===== config.mk =====
export PLATFORM = sky130hd
export DESIGN_NAME = acop_core
export DESIGN_NICKNAME = d
export VERILOG_FILES = /design/src/core/acop_pkg.sv /design/src/core/acop_sync.sv /design/src/core/acop_core.sv
export SDC_FILE = /design/constraint.sdc
export NUM_CORES = 1
export LEC_CHECK = 0
export BUFFER_PORTS_ARGS = -buffer_cell sky130_fd_sc_hd__buf_2
export CELL_PAD_IN_SITES_DETAIL_PLACEMENT = 1
export CELL_PAD_IN_SITES_GLOBAL_PLACEMENT = 2
export CORE_AREA = 2 2 125 103
export DETAILED_ROUTE_END_ITERATION = 6
export DIE_AREA = 0 0 127 105
export PLACE_DENSITY_LB_ADDON = 0.1
export SYNTH_ARGS = -nofsm -noshare
export SYNTH_HDL_FRONTEND = slang
export SYNTH_SLANG_ARGS = --single-unit

===== constraint.sdc =====
create_clock -name clk_sys_i -period 4.2 [get_ports clk_sys_i]
set_input_delay 0.42 -clock clk_sys_i [delete_from_list [all_inputs] [get_ports clk_sys_i]]
set_output_delay 0.42 -clock clk_sys_i [all_outputs]
set_load 0.02 [all_outputs]

===== src/core/acop_pkg.sv =====
// constants shared by the converter configuration and output port
package acop_pkg;

    // ************************************************************
    // register offsets (byte addresses, one word each)
    // ************************************************************
    localparam logic [7:0] ACOP_OFS_STATUS   = 8'h00;  // sticky events, read only
    localparam logic [7:0] ACOP_OFS_CLEAR    = 8'h04;  // write one to clear, write only
    localparam logic [7:0] ACOP_OFS_ENABLE   = 8'h08;  // interrupt enables
    localparam logic [7:0] ACOP_OFS_MODE     = 8'h0C;  // decoded strap and power state
    localparam logic [7:0] ACOP_OFS_COUNT    = 8'h10;  // words delivered
    localparam logic [7:0] ACOP_OFS_LASTWORD = 8'h14;  // last word and over-range

    // ************************************************************
    // event bit positions (status, clear and enable share them)
    // ************************************************************
    localparam int ACOP_EVT_WORD  = 0;  // a word was presented
    localparam int ACOP_EVT_OVR   = 1;  // a word was out of range
    localparam int ACOP_EVT_POWER = 2;  // power-down input changed
    localparam int ACOP_EVT_W     = 3;  // number of event bits

    // ************************************************************
    // mode register field positions
    // ************************************************************
    localparam int ACOP_MODE_DIFF  = 0;  // differential clock selected
    localparam int ACOP_MODE_TWOS  = 1;  // two's complement selected
    localparam int ACOP_MODE_PDOWN = 2;  // block is powered down

    // ************************************************************
    // four-level strap codes, from ground up to full supply
    // ************************************************************
    localparam logic [1:0] ACOP_STRAP_GND   = 2'h0;  // single-ended, offset binary
    localparam logic [1:0] ACOP_STRAP_THIRD = 2'h1;  // single-ended, two's complement
    localparam logic [1:0] ACOP_STRAP_TWO3  = 2'h2;  // differential, offset binary
    localparam logic [1:0] ACOP_STRAP_FULL  = 2'h3;  // differential, two's complement

    // ************************************************************
    // conversion range and reset values
    // ************************************************************
    localparam logic [15:0] ACOP_CODE_MAX   = 16'h3FFF;   // top code 16383
    localparam logic [13:0] ACOP_WORD_RST   = 14'h0000;   // word after reset
    localparam logic [2:0]  ACOP_EVT_RST    = 3'h0;       // status and enables
    localparam logic [31:0] ACOP_RDATA_RST  = 32'h0000_0000;
    localparam logic [15:0] ACOP_COUNT_RST  = 16'h0000;

endpackage


===== src/core/acop_sync.sv =====
// two-stage synchroniser for inputs that come from outside the clock domain
`timescale 1ns/1ps

module acop_sync #(
    parameter int WIDTH = 1  // number of bits synchronised side by side
) (
    // clock and reset
    input  wire logic             clk_sys_i,
    input  wire logic             rst_i,
    // asynchronous side
    input  wire logic [WIDTH-1:0] async_i,
    // synchronised side
    output logic      [WIDTH-1:0] sync_o
);

    // ************************************************************
    // state
    // ************************************************************
    typedef struct packed {
        logic [WIDTH-1:0] stage1;  // may be metastable, read only by stage2
        logic [WIDTH-1:0] stage2;  // safe to use
    } acop_sync_s;

    acop_sync_s state_q;  // registered state
    acop_sync_s state_d;  // next state

    // next state: plain shift, nothing looks at stage1 but stage2
    always_comb
    begin
        state_d        = state_q;
        state_d.stage1 = async_i;
        state_d.stage2 = state_q.stage1;
    end

    // register the state, cleared by the synchronous reset
    always_ff @(posedge clk_sys_i)
    begin
        if (rst_i)
        begin
            state_q <= '0;
        end
        else
        begin
            state_q <= state_d;
        end
    end

    assign sync_o = state_q.stage2;

endmodule // acop_sync


===== src/core/acop_core.sv =====
// converter configuration strap, power-down and output word port
//
// Summary of operation
// [RQ1] sample on falling edge of sampling clock
// [RQ2] strap picks clock mode and format
// [RQ3] power-down high stops conversion, low runs
// [RQ4] fourteen-bit word, bit zero least significant
// [RQ5] over-range flag when outside 0..16383
// [RQ6] ready strobe follows clock, one word each
// [RQ7] capture logic latches on ready rising edge
// [RQ8] two's complement inverts offset binary top bit
//
// The implementer's own choices: the address map and the address-and-strobe port.
`timescale 1ns/1ps

module acop_core #(
    parameter int SAMPLE_W = 16  // width of the signed input amplitude
) (
    // clock and reset
    input  wire logic                clk_sys_i,
    input  wire logic                rst_i,
    // sampling clock pins
    input  wire logic                clk_pos_i,
    input  wire logic                clk_neg_i,
    // configuration pins
    input  wire logic [1:0]          clock_format_strap_i,
    input  wire logic                power_down_input_i,
    // amplitude held by the front end, signed, range 0..16383 is legal
    input  wire logic [SAMPLE_W-1:0] sample_level_i,
    // output port to capture logic
    output logic      [13:0]         result_word_o,
    output logic                     over_range_flag_o,
    output logic                     data_ready_strobe_o,
    // register port
    input  wire logic [7:0]          reg_addr_i,
    input  wire logic [31:0]         reg_wdata_i,
    input  wire logic                reg_wr_i,
    input  wire logic                reg_rd_i,
    output logic      [31:0]         reg_rdata_o,
    // interrupt
    output logic                     irq_o
);

    // ************************************************************
    // types
    // ************************************************************
    typedef enum logic {
        mode_run,    // converting on every falling edge
        mode_sleep   // only reference kept alive, no words
    } acop_mode_e;

    typedef struct packed {
        acop_mode_e                      mode;      // power state
        logic                            clk_prev;  // sampling clock last cycle
        logic                            data_ready_strobe;      // ready strobe level
        logic [13:0]                     word;      // presented word
        logic                            over_range_flag;       // presented over-range
        logic [acop_pkg::ACOP_EVT_W-1:0] status;    // sticky events
        logic [acop_pkg::ACOP_EVT_W-1:0] irq_en;    // interrupt enables
        logic [31:0]                     rdata;     // read answer
        logic [15:0]                     count;     // words delivered
        logic                            pd_prev;   // power-down last cycle
    } acop_state_s;

    localparam int SYNC_W = SAMPLE_W + 5;  // clock pair, power-down, strap, sample

    // ************************************************************
    // input synchronisers
    // ************************************************************
    logic [SYNC_W-1:0]   sync_in;     // raw pins gathered
    logic [SYNC_W-1:0]   sync_out;    // after two flip-flops
    logic                clk_pos_s;   // synchronised positive clock pin
    logic                clk_neg_s;   // synchronised negative clock pin
    logic                pd_s;        // synchronised power-down
    logic [1:0]          strap_s;     // synchronised strap level
    logic [SAMPLE_W-1:0] sample_s;    // synchronised amplitude

    // the bench holds the amplitude steady around the falling edge,
    // so a plain two-flop stage is enough for the multi-bit sample
    assign sync_in = {clk_pos_i, clk_neg_i, power_down_input_i,
                      clock_format_strap_i, sample_level_i};

    acop_sync #(
        .WIDTH (SYNC_W)
    ) u_sync (
        .clk_sys_i (clk_sys_i),
        .rst_i     (rst_i),
        .async_i   (sync_in),
        .sync_o    (sync_out)
    );

    assign clk_pos_s = sync_out[SYNC_W-1];
    assign clk_neg_s = sync_out[SYNC_W-2];
    assign pd_s      = sync_out[SYNC_W-3];
    assign strap_s   = sync_out[SAMPLE_W+1:SAMPLE_W];
    assign sample_s  = sync_out[SAMPLE_W-1:0];

    // ************************************************************
    // functions
    // ************************************************************

    // strap level to differential clock select
    function automatic logic strap_is_diff(input logic [1:0] s);
        strap_is_diff = (s == acop_pkg::ACOP_STRAP_FULL) ||
                        (s == acop_pkg::ACOP_STRAP_TWO3); // RQ2
    endfunction

    // strap level to two's complement select
    function automatic logic strap_is_twos(input logic [1:0] s);
        strap_is_twos = (s == acop_pkg::ACOP_STRAP_FULL) ||
                        (s == acop_pkg::ACOP_STRAP_THIRD); // RQ2
    endfunction

    // register read mux, shared by the read path
    function automatic logic [31:0] read_value(
        input logic [7:0]  addr,
        input acop_state_s s,
        input logic [1:0]  strap
    );
        logic [31:0] v;
        v = 32'h0000_0000;
        unique case (addr)
            acop_pkg::ACOP_OFS_STATUS:
            begin
                v[acop_pkg::ACOP_EVT_W-1:0] = s.status;
            end
            acop_pkg::ACOP_OFS_ENABLE:
            begin
                v[acop_pkg::ACOP_EVT_W-1:0] = s.irq_en;
            end
            acop_pkg::ACOP_OFS_MODE:
            begin
                v[acop_pkg::ACOP_MODE_DIFF]  = strap_is_diff(strap);
                v[acop_pkg::ACOP_MODE_TWOS]  = strap_is_twos(strap);
                v[acop_pkg::ACOP_MODE_PDOWN] = (s.mode == mode_sleep);
            end
            acop_pkg::ACOP_OFS_COUNT:
            begin
                v[15:0] = s.count;
            end
            acop_pkg::ACOP_OFS_LASTWORD:
            begin
                v[13:0] = s.word;
                v[16]   = s.over_range_flag;
            end
            default:
            begin
                // clear register and unmapped offsets read as zero
                v = 32'h0000_0000;
            end
        endcase
        read_value = v;
    endfunction

    // ************************************************************
    // state and combinational helpers
    // ************************************************************
    acop_state_s state_q;      // registered state
    acop_state_s state_d;      // next state
    logic        diff_mode;    // differential clock selected
    logic        twos_mode;    // two's complement selected
    logic        clk_level;    // sampling clock as the receiver sees it
    logic        clk_fall;     // falling edge seen this cycle
    logic        clk_rise;     // rising edge seen this cycle
    logic        sample_low;   // amplitude below code 0
    logic        sample_high;  // amplitude above code 16383
    logic [13:0] offset_code;  // clamped offset binary code
    logic [acop_pkg::ACOP_EVT_W-1:0] evt_set;  // events this cycle
    logic [acop_pkg::ACOP_EVT_W-1:0] evt_clr;  // clears this cycle

    // strap decode is live, so a strap moved while running takes effect
    // at the next word; real parts only read it at power-up
    assign diff_mode = strap_is_diff(strap_s); // RQ2
    assign twos_mode = strap_is_twos(strap_s); // RQ2

    // differential receiver: high when the positive pin is above the negative
    assign clk_level = diff_mode ? (clk_pos_s & ~clk_neg_s) : clk_pos_s; // RQ2
    assign clk_fall  = state_q.clk_prev & ~clk_level; // RQ1
    assign clk_rise  = ~state_q.clk_prev & clk_level;

    // range check on the signed amplitude
    assign sample_low  = sample_s[SAMPLE_W-1]; // RQ5
    assign sample_high = ~sample_s[SAMPLE_W-1] &&
                         ($unsigned(sample_s) > SAMPLE_W'(acop_pkg::ACOP_CODE_MAX)); // RQ5

    // clamp into the fourteen-bit range, saturating at the ends
    always_comb
    begin
        if (sample_low)
        begin
            offset_code = 14'h0000;
        end
        else if (sample_high)
        begin
            offset_code = acop_pkg::ACOP_CODE_MAX[13:0];
        end
        else
        begin
            offset_code = sample_s[13:0];
        end
    end

    // ************************************************************
    // next-state logic
    // ************************************************************
    always_comb
    begin
        state_d  = state_q;
        evt_set  = '0;
        evt_clr  = '0;

        // edge tracking runs in every mode so wake-up sees no false edge
        state_d.clk_prev = clk_level;
        state_d.pd_prev  = pd_s;

        // power state follows the input level directly
        unique case (state_q.mode)
            mode_run:
            begin
                if (pd_s)
                begin
                    state_d.mode = mode_sleep; // RQ3
                    state_d.data_ready_strobe = 1'b0;       // strobe parked low while asleep
                end
                else if (clk_fall)
                begin
                    // take the sample and present it as the strobe falls
                    state_d.word = twos_mode ?
                        {~offset_code[13], offset_code[12:0]} : offset_code; // RQ8 RQ4
                    state_d.over_range_flag   = sample_low | sample_high; // RQ5
                    state_d.data_ready_strobe  = 1'b0;  // RQ6
                    state_d.count = state_q.count + 16'h0001;
                    evt_set[acop_pkg::ACOP_EVT_WORD] = 1'b1;
                    evt_set[acop_pkg::ACOP_EVT_OVR]  = sample_low | sample_high;
                end
                else if (clk_rise)
                begin
                    // word has been stable for half a period by now
                    state_d.data_ready_strobe = 1'b1; // RQ6 RQ7
                end
            end
            mode_sleep:
            begin
                // last word and flag hold; no sampling while asleep
                if (!pd_s)
                begin
                    state_d.mode = mode_run; // RQ3
                end
            end
        endcase

        // a change on the power-down input is an event
        evt_set[acop_pkg::ACOP_EVT_POWER] = pd_s ^ state_q.pd_prev;

        // register writes
        if (reg_wr_i)
        begin
            if (reg_addr_i == acop_pkg::ACOP_OFS_CLEAR)
            begin
                evt_clr = reg_wdata_i[acop_pkg::ACOP_EVT_W-1:0];
            end
            else if (reg_addr_i == acop_pkg::ACOP_OFS_ENABLE)
            begin
                state_d.irq_en = reg_wdata_i[acop_pkg::ACOP_EVT_W-1:0];
            end
        end

        // set wins over clear so no event slips past a clear
        state_d.status = (state_q.status & ~evt_clr) | evt_set;

        // read answer stands only in the cycle after the strobe
        state_d.rdata = reg_rd_i ? read_value(reg_addr_i, state_q, strap_s)
                                 : acop_pkg::ACOP_RDATA_RST;
    end

    // ************************************************************
    // state register
    // ************************************************************
    always_ff @(posedge clk_sys_i)
    begin
        if (rst_i)
        begin
            state_q.mode     <= mode_run;
            state_q.clk_prev <= 1'b0;
            state_q.data_ready_strobe     <= 1'b0;
            state_q.word     <= acop_pkg::ACOP_WORD_RST;
            state_q.over_range_flag      <= 1'b0;
            state_q.status   <= acop_pkg::ACOP_EVT_RST;
            state_q.irq_en   <= acop_pkg::ACOP_EVT_RST;
            state_q.rdata    <= acop_pkg::ACOP_RDATA_RST;
            state_q.count    <= acop_pkg::ACOP_COUNT_RST;
            state_q.pd_prev  <= 1'b0;
        end
        else
        begin
            state_q <= state_d;
        end
    end

    // ************************************************************
    // outputs
    // ************************************************************
    assign result_word_o       = state_q.word;  // RQ4
    assign over_range_flag_o   = state_q.over_range_flag;
    assign data_ready_strobe_o = state_q.data_ready_strobe;
    assign reg_rdata_o         = state_q.rdata;
    assign irq_o               = |(state_q.status & state_q.irq_en);

endmodule // acop_core


Yosys cells after proc, flatten, opt, wreduce, memory -nomap -nowiden
Cells that the tools add are included.
{"block": "totals", "wordCells": 72, "out_inout_bits": 49, "input_bits": 65, "reg_bits": 115}
{"block": "op_classes", "reduce_logical": 12, "mux": 15, "n_eq_ne": 8, "add_sub_neg": 1, "n_lt_le_gt_ge": 1, "bitwise": 20}
{"op": "$mux W14", "n": 3}
{"op": "$pmux W11 S2", "n": 1}
{"op": "$add A16 B1 Y16 const B", "n": 1}
{"op": "$eq A8 B4 Y1 const B", "n": 2}
{"op": "$eq A8 B5 Y1 const B", "n": 2}
{"op": "$gt A16 B14 Y1 const B", "n": 1}
{"op": "$pmux W3 S5", "n": 1}
{"op": "$not A1 Y1", "n": 11}
{"op": "$reduce_or A3 Y1", "n": 3}
{"op": "$eq A8 B3 Y1 const B", "n": 1}
{"op": "$logic_not A8 Y1", "n": 1}
{"op": "$and A3 B3 Y3", "n": 2}
{"op": "$mux W2", "n": 3}
{"op": "$mux W3", "n": 2}
{"op": "$reduce_and A3 Y1", "n": 2}
{"op": "$mux W1", "n": 5}
{"op": "$eq A2 B2 Y1 const B", "n": 2}
{"op": "$and A1 B1 Y1", "n": 3}
{"op": "$not A3 Y3", "n": 1}
{"op": "$or A3 B3 Y3", "n": 1}
{"op": "$reduce_bool A3 Y1", "n": 1}
{"op": "$eq A2 B1 Y1 const B", "n": 1}
{"op": "$logic_or A1 B1 Y1", "n": 2}
{"op": "$reduce_and A2 Y1", "n": 1}
{"op": "other kinds (4)", "n": 4}

Logic depth before layout (Yosys ltp)
Gate-level depths: netlist of the first run.
{"block": "depth", "ltp_word": 9, "mapped_depth": 9}

By module
A second synthesis of the first run with hierarchy kept.
{"block": "unflattened", "cells_unflattened": 402, "hier_area_um2": 3854.9}
{"mod": "acop_core", "area_each_um2": 2731.4, "seq_area_each_um2": 1141.1, "instances": 1, "cells_per_inst": 314}
{"mod": "acop_sync", "area_each_um2": 1123.6, "seq_area_each_um2": 840.8, "instances": 1, "cells_per_inst": 88}

Least setup slack after synthesis of the first run
OpenSTA, ideal clock, no wires.
{"block": "synth_path", "path_type": "register to register", "start": "register u_sync.state_q (netlist bit u_sync.sync_o[17])", "end": "register state_q[16] in the netlist's numbering", "path_stages_with_launch": 9, "setup_time_ns": 0.121, "arrival_time_ns": 1.691, "path_buffers": 1, "slack_ns": 2.389, "path_cell_list": "dfxtp_1 -> nand2_1 -> nand2_1 -> ha_1 -> buf_2 -> nand3_1 -> or2_2 -> nor3_1 -> mux2_2"}
{"block": "synth_between", "elab_chain_cells": 6}
{"element": "start: declaration", "line_no": "acop_sync.sv:24", "source": "acop_sync_s state_q;"}
{"element": "start signal: assignment", "line_no": "acop_sync.sv:44", "source": "state_q <= state_d;"}
{"element": "$eq A2 B2 Y1 (on tied branches)", "line_no": "acop_core.sv:104, acop_core.sv:105"}
{"element": "$logic_or A1 B1 Y1 *", "line_no": "acop_core.sv:104", "source": "strap_is_diff = (s == acop_pkg::ACOP_STRAP_FULL) ||"}
{"element": "$mux W1 *", "line_no": "acop_core.sv:177", "source": "assign clk_level = diff_mode ? (clk_pos_s & ~clk_neg_s) : clk_pos_s;"}
{"element": "$not A1 Y1 *", "line_no": "acop_core.sv:178", "source": "assign clk_fall = state_q.clk_prev & ~clk_level;"}
{"element": "$and A1 B1 Y1 *", "line_no": "acop_core.sv:178"}
{"element": "$reduce_and A3 Y1 (no source line) *"}
{"element": "end signal: assignment", "line_no": "acop_core.sv:296", "source": "state_q <= state_d;"}
{"element": "end: declaration", "line_no": "acop_core.sv:158", "source": "acop_state_s state_q;"}
Every way passes the cells marked *; elsewhere a longest branch is shown, timed or not.
A chain may end at the register's enable or synchronous reset.

Final worst setup path of the first run
Same ends and word-level chain as after synthesis.

==> metrics, run 1 <==
post-synthesis simple-gate area fraction a little under a quarter; Async SR Flop Fraction 0%; Unique masters post-synth 38; Routed WL 7.97 mm; DR WL/cell about 13 um; final hold violation count 0; r2r endpoint state_q[16]; Worst setup SP type register; clock share of power between 40% and 50%; logic depth of the worst path, buffers included 7; vias per std cell between 4 and 5; DRT Pass-1 Iters 4; Hold Crit Start power_down_input_i; Post-CTS Hold Fix Bufs 0; PwrDens about 420 mW/mm^2; critical-path maximum fanout 8; status finished clean; Yosys top cell by area dfxtp_1; crit-path max cell delay 0.39 ns; met1 WL 4.28 mm; Worst Reg-to-Reg Cells 7; Filler Cell Count 1423; post-CTS sizing 0; first-pass GRT wire length approximately 13 mm; main combinational cell family by area after synthesis simple AND/OR/NAND/NOR gates; gr usage total 12.5%; CTS Sinks 99; Worst path top cell family by delay simple AND/OR/NAND/NOR gates; Iter 0 DRT Violations between 100 and 150; CTS tree built; EDFF count, synth 0; Worst IR Drop VDD between 0.00015 and 0.0002 V; Max-cap violations 0; Power Total roughly 1.8 mW; top cell type's share of synthesized area about half; Worst Setup EP state_q[16]; IO Pins ~110; Lkg Pwr between 1.5 and 2 nW; critical path arrival approximately 2.4 ns; Most common cell on crit path nand2_1; Hold Path Stages 2; Synth Area in Adders less than 1%; layout cell share with drive strength beyond 1 between 20% and 30%; Worst-Margin Slew 0.897 ns; Synth Register Bits around 100; RSZ-0062 raised after global routing no; Initial Util 32.6%; Worst-Skew Late Latency roughly 0.34 ns; maximum clock rate 462 MHz; Layout area overhead 11.1%; Routability Congestion 0.806; minimum clock period approximately 2.2 ns; Std-Cell Rows 36; setup TNS 0 ns; met2 wire len approximately 3.3 mm; mux cell area share after synthesis around 5.7%; top routing layer used met4; WS Path Type register to register; Area contributors post-synth dfxtp_1, buf_4, nor2b_1; fin nets slightly above 500; clock buffer depth 2; Die ar. 0.0133 mm^2; wire length on met3 around 350 um; Port Buffers 69; CTS buffer count 9; fin crit share between 50% and 60%; crit path capture type register; aggregate global routing overflow 0; Post-Syn Area 0.00391 mm^2; antenna cells 0; Final Skew between 0.006 and 0.007 ns; combinational power share around 5.2%; syn_area_per_cell ~9 um^2; FF-to-FF setup slack 2.04 ns; Syn Inst Count 422; critical path's slowest cell or2_2; post-synthesis compound-gate area fraction under 10%; Seq pwr share between 50% and 60%; register area share after synthesis 50.7%; Critical Path, Cell by Cell nand2_1, nand2_1, ha_1, nand3_1, or2_2, nor3_1, mux2_2; Slew Limit Fails 0; Setup Buffers After CTS 0; P_sw about 440 uW; crit path launch u_sync.sync_o[17]; r2r startpoint u_sync.sync_o[17]; clk root buf clkbuf_16; Post-DP HPWL 5.64 mm; Syn. warnings 0; vias in the first global route 2589; Die Width approximately 130 um; XOR/XNOR share of the synthesized area under 10%; final setup vio count 0; largest net degree at the start of global routing 84; Routed Antenna Nets 0; sw frac a little under a quarter; worst path buffer plus inverter count 0; DRC viols 0; Core Area around 0.012 mm^2; initial antenna violation count 0; vias post-DR roughly 2600; HP Class input port to register; chip height around 110 um; Max transition margin slightly below 40%; WP data required approximately 4.4 ns; ys flop type dfxtp_1; H-tree depth 3; Cell Int Power 1.41 mW; clock-pin slew on the worst setup and hold paths ~0.070 ns
cells by family (layout without fill, tap and decap cells):
kind of cell	after synthesis	in the layout
compound gates	35	35
mux	22	22
flops	99	99
xor+xnor	11	11
other cells	1	15
buf+inv	73	89
simple gates	178	178
fa+ha+maj	3	3
through the flow:
step	hold WS, ns	setup WS (ns)	instances	utilization, %	instance area (um^2)
6_report	0.285	2.04	604	36.3	4350
5_1_grt	0.279	1.72	604	36.3	4350
4_1_cts	0.272	1.99	604	36.3	4350
3_5_place_dp	0.427	1.94	589	34.0	4070
3_3_place_gp	0.428	1.97	589	34.0	4070
2_1_floorplan	0.414	2.39	436	-	3960
final cells by class:
| cell class | count | area, um^2 | area share, % |
|---|---|---|---|
| inverters | 4 | 15.0 | 0.345 |
| clock buffers | 9 | 225 | 5.18 |
| clock inverters | 6 | 51.3 | 1.18 |
| multi-input cells | 264 | 1530 | 35.2 |
| repair buffers | 70 | 353 | 8.12 |
| flip-flops and latches | 99 | 1980 | 45.6 |
| well taps | 152 | 190 | 4.38 |
per-layer routing:
metal | vias up | track usage [%]
li1 | 1384 | -
met5 | - | 0
met1 | 1188 | 18.2
met2 | 60 | 17.7
met3 | 6 | 3.64
met4 | 0 | 4.00
Yosys cell counts (3+ instances only):
cell type / instances
a22oi_1: 3
mux2i_1: 19
dfxtp_1: 99
nor4_1: 4
nor2b_1: 44
buf_1: 5
xnor2_1: 8
a21oi_1: 20
buf_4: 46
nand4_1: 6
or3_1: 3
ha_1: 3
buf_2: 4
o21ai_0: 6
nor3_1: 21
clkbuf_1: 14
mux2_2: 3
inv_1: 4
nand2_1: 16
xor2_1: 3
nor2_1: 66
nand3_1: 5
flip-flops by register name (all words and copies together) (netlist names):
register and flops:
data_ready_strobe_o 1, over_range_flag_o 1, reg_rdata_o 17, result_word_o 14, state_q 24, u_sync.state_d 21
u_sync.sync_o 21
placed cells by master (no fill, tap or decap), types with 2 or more instances in the layout:
| cell type | instances |
|---|---|
| clkinvlp_4 | 3 |
| nor4b_1 | 2 |
| ha_1 | 3 |
| nand2_1 | 16 |
| dfxtp_1 | 99 |
| nand4b_1 | 2 |
| nor3b_1 | 2 |
| a21oi_1 | 20 |
| nor4_1 | 4 |
| nor2_1 | 66 |
| nand3_1 | 5 |
| o22a_1 | 2 |
| nor2b_1 | 44 |
| xnor2_1 | 8 |
| o21ai_0 | 6 |
| xor2_1 | 3 |
| mux2i_1 | 19 |
| or3_1 | 3 |
| nor3_1 | 21 |
| a22oi_1 | 3 |
| buf_2 | 69 |
| inv_1 | 4 |
| conb_1 | 15 |
| clkbuf_16 | 9 |
| nand4_1 | 6 |
| mux2_2 | 3 |
worst register-to-register path: cells and delay by family, from the launching register on:
| family | cells | cell delay (ns) |
|---|---|---|
| adder cells (fa/ha/maj) | 1 | 0.33 |
| flip-flops | 1 | 0.37 |
| multiplexers | 1 | 0.35 |
| AND/OR/NAND/NOR | 5 | 1.00 |
power groups by stage:
| stage | Combinational, mW | Sequential (mW) | Clock (mW) |
|---|---|---|---|
| floorplan | 0.0841 | 0.990 | 0 |
| global placement | 0.0963 | 0.996 | 0 |
| detailed placement | 0.0975 | 0.996 | 0 |
| CTS | 0.0976 | 0.974 | 0.803 |
| global route | 0.108 | 0.977 | 0.840 |
| finish | 0.0961 | 0.974 | 0.771 |
how the worst min path moves through the flow:
stage,slack [ns],end
6_report,0.28,u_sync.state_d[18]
3_3_place_gp,0.43,u_sync.sync_o[14]
5_1_grt,0.28,u_sync.state_d[16]
2_1_floorplan,0.41,u_sync.sync_o[0]
3_5_place_dp,0.43,u_sync.sync_o[14]
4_1_cts,0.27,u_sync.state_d[18]
No activity file was read; power rests on OpenSTA's default activity.
==> inputs of run 2 (changes only) <==
--- a/config.mk
+++ b/config.mk
@@ -8,9 +8,9 @@
 export BUFFER_PORTS_ARGS = -buffer_cell sky130_fd_sc_hd__buf_2
 export CELL_PAD_IN_SITES_DETAIL_PLACEMENT = 1
 export CELL_PAD_IN_SITES_GLOBAL_PLACEMENT = 2
-export CORE_AREA = 2 2 125 103
+export CORE_AREA = 2 2 131 108
 export DETAILED_ROUTE_END_ITERATION = 6
-export DIE_AREA = 0 0 127 105
+export DIE_AREA = 0 0 133 110
 export PLACE_DENSITY_LB_ADDON = 0.1
 export SYNTH_ARGS = -nofsm -noshare
 export SYNTH_HDL_FRONTEND = slang
==> constraint.sdc (replaced) <==
create_clock -name clk_sys_i -period 2.1 [get_ports clk_sys_i]
set_input_delay 0.21 -clock clk_sys_i [delete_from_list [all_inputs] [get_ports clk_sys_i]]
set_output_delay 0.21 -clock clk_sys_i [all_outputs]
set_load 0.02 [all_outputs]
==> run 2 against run 1 <==
  * Global-route usage fell by 0.64 points
  * Power rose by 100%
  * First-iteration DRC count is 35% lower
  * Count of clock-buffer cells in the layout increased by 1
  * Worst setup slack lost 1.7 ns
  * Non-clock buffer count up 8
  * Fmax is 20% higher
  * Sequential power is 99% higher
  * Critical endpoint unchanged
==> metrics, run 2 (synthesized netlist as in run 1, its figures left out) <==
status finished clean (unchanged); Routed WL 8.17 mm (was 7.97 mm); final setup vio count 0 (unchanged); H-tree depth 3 (unchanged); Routed Antenna Nets 0 (unchanged); largest net degree at the start of global routing 84 (unchanged); Setup Buffers After CTS 0 (unchanged); Die Width 133 um (was 127 um); Post-CTS Hold Fix Bufs 0 (unchanged); area of the multi-input gates 0.00153 mm^2 (unchanged); antenna cells 0 (unchanged); DRT Pass-1 Iters 4 (unchanged); Layout area overhead 14.0% (was 11.1%); final hold violation count 0 (unchanged); hold slack 0.0713 ns (was 0.285 ns); minimum clock period 1.81 ns (was 2.16 ns); Placed Area 0.00417 mm^2 (was 0.00407 mm^2); Worst IR Drop VDD 0.000391 V (was 0.000186 V); initial antenna violation count 0 (unchanged); Worst-Margin Slew 0.833 ns (was 0.897 ns); maximum clock rate 554 MHz (was 462 MHz); Slew Limit Fails 0 (unchanged); Final Skew 0.00655 ns (was 0.00691 ns); Post-Place Setup Slack 0.263 ns (was 1.94 ns); Final Cell Area 0.00446 mm^2 (was 0.00435 mm^2); DR WL/cell 12.7 um (was 13.2 um); crit path capture type register (unchanged); fin crit share 86.0% (was 51.5%); Post-DP HPWL 5.90 mm (was 5.64 mm); clock-pin slew on the worst setup and hold paths 0.07 ns (about the same); commonest cells after routing, fill and taps aside dfxtp_1, buf_2, nor2_1 (unchanged); fin nets 524 (was 516); CTS tree built (unchanged); Max-cap violations 0 (unchanged); Largest Register state_q (unchanged); most common cell after layout, fill and taps aside dfxtp_1 (unchanged); aggregate global routing overflow 0 (unchanged); gr usage total 11.9% (was 12.5%); clock buffer depth 2 (unchanged); Filler Cell Count 1542 (was 1423); HP Class input port to register (unchanged); Die ar. 0.0146 mm^2 (was 0.0133 mm^2); CTS buffer count 9 (unchanged); Std-Cell Rows 38 (was 36); Core Area 0.0133 mm^2 (was 0.0120 mm^2); clk root buf clkbuf_16 (unchanged); Port Buffers 69 (unchanged); Worst-Skew Late Latency 0.34 ns (about the same); post-CTS sizing 0 (unchanged); vias per std cell 4.13 (was 4.37); setup TNS 0 ns (unchanged); CTS Sinks 99 (unchanged); Max transition margin 44.5% (was 39.4%); Routability Congestion 0.784 (was 0.806); IO Pins 114 (unchanged); vias in the first global route 2669 (was 2589); first-pass GRT wire length 13.5 mm (was 13.3 mm); critical path arrival 2.04 ns (was 2.39 ns); WP data required 2.34 ns (was 4.43 ns); FF+latch area 0.00198 mm^2 (unchanged); critical-path maximum fanout 4 (was 8); max FFs per register 24 (unchanged); chip height 110 um (was 105 um); vias post-DR 2648 (was 2638); DRC viols 0 (unchanged); layout cell share with drive strength beyond 1 21.9% (was 20.4%); Worst setup SP type register (unchanged); RSZ-0062 raised after global routing no (unchanged); WS Path Type register to register (unchanged); Initial Util 29.5% (was 32.6%); Iter 0 DRT Violations 89 (was 137); PwrDens 841 mW/mm^2 (was 424 mW/mm^2); Lkg Pwr 1.83 nW (was 1.77 nW); Final WS setup 0.294 ns (was 2.04 ns); Power Total 3.75 mW (was 1.84 mW)
==> run 2: cell types whose count changed in the layout (fill, tap and decap cells not counted), sizes merged <==
cell,previous run,this run
clkinvlp,3,0
clkbuf,9,10
buf,70,78
clkinv,1,3
inv,6,7
==> run 2: area by class of cell <==
type	count	share of cell area (%)
flip-flops and latches	99	44.4
inverters	4	0.337
repair buffers	78	9.26
clock buffers	10	5.36
clock inverters	6	1.23
multi-input cells	264	34.3
well taps	180	5.05
==> run 2: layer usage <==
metal | vias to the layer above | part of all wire, % | global-route usage, % | wire [um]
met1 | 1177 | 53 | 16.4 | 4290
met3 | 9 | 4.3 | 3.11 | 355
met2 | 63 | 42 | 17.6 | 3400
met5 | - | 0 | 0 | 0
met4 | 0 | 1.5 | 5.30 | 122
li1 | 1399 | - | - | -
==> run 2: report_power, final <==
part           switching [mW]  leakage (nW)  internal [mW]  total (mW)
Clock                   0.747         0.146          0.859        1.61
Combinational           0.120         0.880         0.0806       0.200
Sequential             0.0215         0.807           1.92        1.94
Total                   0.888          1.83           2.86        3.75
==> run 2: path summary, 6_finish.rpt <==
path | from | endpoint | slack, ns | cells after the start
setup / recovery | u_sync.sync_o[17] | state_q[16] | 0.29 | 7
hold / removal | sample_level_i[13] | u_sync.state_d[13] | 0.07 | 2
setup reg to reg | u_sync.sync_o[17] | state_q[16] | 0.29 | 7
hold reg to reg | u_sync.state_d[20] | u_sync.sync_o[20] | 0.44 | 1
==> run 2: per-stage QoR <==
stage	util [%]	std cells
finish	33.6	641
CTS	33.6	641
global placement	31.4	625
global route	33.6	641
floorplan	-	436
detailed placement	31.4	625
==> run 2: critical path, cell delays in order (launching register included) <==
cell	delay, ns
dfxtp_1	0.35
nand2_1	0.05
nand2_1	0.09
ha_1	0.21
nand3_1	0.12
or2_2	0.34
nor3_1	0.20
mux2_2	0.35
==> inputs of run 3 (changes only) <==
--- a/config.mk
+++ b/config.mk
@@ -8,9 +8,9 @@
 export BUFFER_PORTS_ARGS = -buffer_cell sky130_fd_sc_hd__buf_2
 export CELL_PAD_IN_SITES_DETAIL_PLACEMENT = 1
 export CELL_PAD_IN_SITES_GLOBAL_PLACEMENT = 2
-export CORE_AREA = 2 2 131 108
+export CORE_AREA = 2 2 118 120
 export DETAILED_ROUTE_END_ITERATION = 6
-export DIE_AREA = 0 0 133 110
+export DIE_AREA = 0 0 120 122
 export PLACE_DENSITY_LB_ADDON = 0.1
 export SYNTH_ARGS = -nofsm -noshare
 export SYNTH_HDL_FRONTEND = slang
==> run 3 against run 2 <==
  * Final area shrank 0.95%
  * Global-route usage down 0.27 points
  * Via count grew 0.91%
  * First-iteration DRC count grew 18%
  * Critical path depth did not move
  * Largest cell class unchanged
  * Final cell count fell by 0.31%
  * Combinational power is essentially flat
  * Largest power group unchanged
  * Flip-flop and latch count unchanged
  * Fmax down 1.4%
  * Critical path type unchanged
  * Clock skew grew 0.0024 ns
  * Count of clock-buffer cells in the layout rose by 2
==> metrics, run 3 (synthesized netlist as in run 1, its figures left out) <==
critical-path maximum fanout 4 (unchanged); Worst-Skew Late Latency 0.34 ns (about the same); commonest cells after routing, fill and taps aside dfxtp_1, buf_2, nor2_1 (unchanged); clock-pin slew on the worst setup and hold paths 0.06 ns (was 0.07 ns); chip height 122 um (was 110 um); Worst IR Drop VDD 0.000364 V (was 0.000391 V); Routability Congestion 0.745 (was 0.784); Die ar. 0.0146 mm^2 (about the same); vias per std cell 4.18 (was 4.13); Worst setup SP type register (unchanged); gr usage total 11.6% (was 11.9%); Max transition margin 42.3% (was 44.5%); Setup Buffers After CTS 0 (unchanged); Lkg Pwr 1.80 nW (was 1.83 nW); initial antenna violation count 0 (unchanged); maximum clock rate 546 MHz (was 554 MHz); vias in the first global route 2601 (was 2669); CTS Sinks 99 (unchanged); crit path capture type register (unchanged); Routed Antenna Nets 0 (unchanged); aggregate global routing overflow 0 (unchanged); RSZ-0062 raised after global routing no (unchanged); Std-Cell Rows 43 (was 38); fin nets 524 (unchanged); PwrDens 814 mW/mm^2 (was 841 mW/mm^2); critical path arrival 2.05 ns (was 2.04 ns); Slew Limit Fails 0 (unchanged); Post-DP HPWL 5.70 mm (was 5.90 mm); Post-CTS Hold Fix Bufs 0 (unchanged); max FFs per register 24 (unchanged); Layout area overhead 12.9% (was 14.0%); status finished clean (unchanged); Max-cap violations 0 (unchanged); Worst-Margin Slew 0.865 ns (was 0.833 ns); Die Width 120 um (was 133 um); Initial Util 29.0% (was 29.5%); vias post-DR 2672 (was 2648); most common cell after layout, fill and taps aside dfxtp_1 (unchanged); WS Path Type register to register (unchanged); Core Area 0.0135 mm^2 (was 0.0133 mm^2); fin crit share 87.2% (was 86.0%); layout cell share with drive strength beyond 1 20.9% (was 21.9%); largest net degree at the start of global routing 84 (unchanged); minimum clock period 1.83 ns (was 1.81 ns); clock buffer depth 2 (unchanged); HP Class input port to register (unchanged); CTS buffer count 9 (unchanged); antenna cells 0 (unchanged); FF-to-FF setup slack 0.27 ns (was 0.29 ns); first-pass GRT wire length 13.3 mm (was 13.5 mm); IO Pins 114 (unchanged); Routed WL 8.11 mm (was 8.17 mm); DRT Pass-1 Iters 5 (was 4); final hold violation count 0 (unchanged); CTS tree built (unchanged); Iter 0 DRT Violations 105 (was 89); post-CTS sizing 0 (unchanged); DR WL/cell 12.7 um (about the same); Port Buffers 69 (unchanged); clk root buf clkbuf_16 (unchanged); H-tree depth 3 (unchanged); DRC viols 0 (unchanged); setup TNS 0 ns (unchanged); Largest Register state_q (unchanged); final setup vio count 0 (unchanged); Final Skew 0.00894 ns (was 0.00655 ns); Placed Area 0.00417 mm^2 (unchanged); Final Cell Area 0.00442 mm^2 (was 0.00446 mm^2); WP data required 2.32 ns (was 2.34 ns)
## run 3: cell types whose count changed in the layout (fill, tap and decap cells not counted), sizes merged
cell / previous run / this run
inv: 7 / 4
clkinv: 3 / 0
clkinvlp: 0 / 2
clkbuf: 10 / 12
## run 3: area by class of cell
| class | instances | area, um^2 |
|---|---|---|
| well taps | 180 | 225 |
| repair buffers | 78 | 413 |
| clock inverters | 2 | 15.0 |
| fillers | 1577 | 9090 |
| flip-flops and latches | 99 | 1980 |
| clock buffers | 12 | 236 |
| inverters | 4 | 15.0 |
| multi-input cells | 264 | 1530 |
## run 3: routing by layer
| layer | GRT usage [%] | share of wire, % | vias up |
|---|---|---|---|
| li1 | - | - | 1393 |
| met1 | 15.5 | 51 | 1211 |
| met5 | 0 | 0 | - |
| met3 | 2.62 | 4.1 | 10 |
| met4 | 5.51 | 1.7 | 0 |
| met2 | 17.9 | 43 | 58 |
## run 3: where the power goes
part | internal [mW] | switching, mW | leakage (nW)
combinational | 0.0806 | 0.120 | 0.880
clock | 0.791 | 0.659 | 0.115
sequential | 1.92 | 0.0216 | 0.807
total | 2.80 | 0.801 | 1.80
## run 3: worst paths after layout
kind                 startpoint                 to  cells past startpoint
max           u_sync.sync_o[17]        state_q[16]                      7
min           sample_level_i[0]  u_sync.state_d[0]                      2
max reg2reg   u_sync.sync_o[17]        state_q[16]                      7
min reg2reg  u_sync.state_d[15]  u_sync.sync_o[15]                      1
## run 3: per-stage QoR
step	cells	hold WS [ns]	total power, mW	util (%)	setup slack [ns]
2_1_floorplan	436	0.338	2.15	-	0.289
5_1_grt	639	0.0779	3.79	32.7	0.0929
3_3_place_gp	625	0.424	2.19	30.8	0.250
3_5_place_dp	625	0.425	2.19	30.8	0.259
6_report	639	0.0814	3.60	32.7	0.268
4_1_cts	639	0.0643	3.68	32.7	0.249
## run 3: critical path, cell delays in order (launching register included)
cell     delay (ns)
dfxtp_1        0.36
nand2_1        0.06
nand2_1        0.08
ha_1           0.20
nand3_1        0.12
or2_2          0.35
nor3_1         0.21
mux2_2         0.35
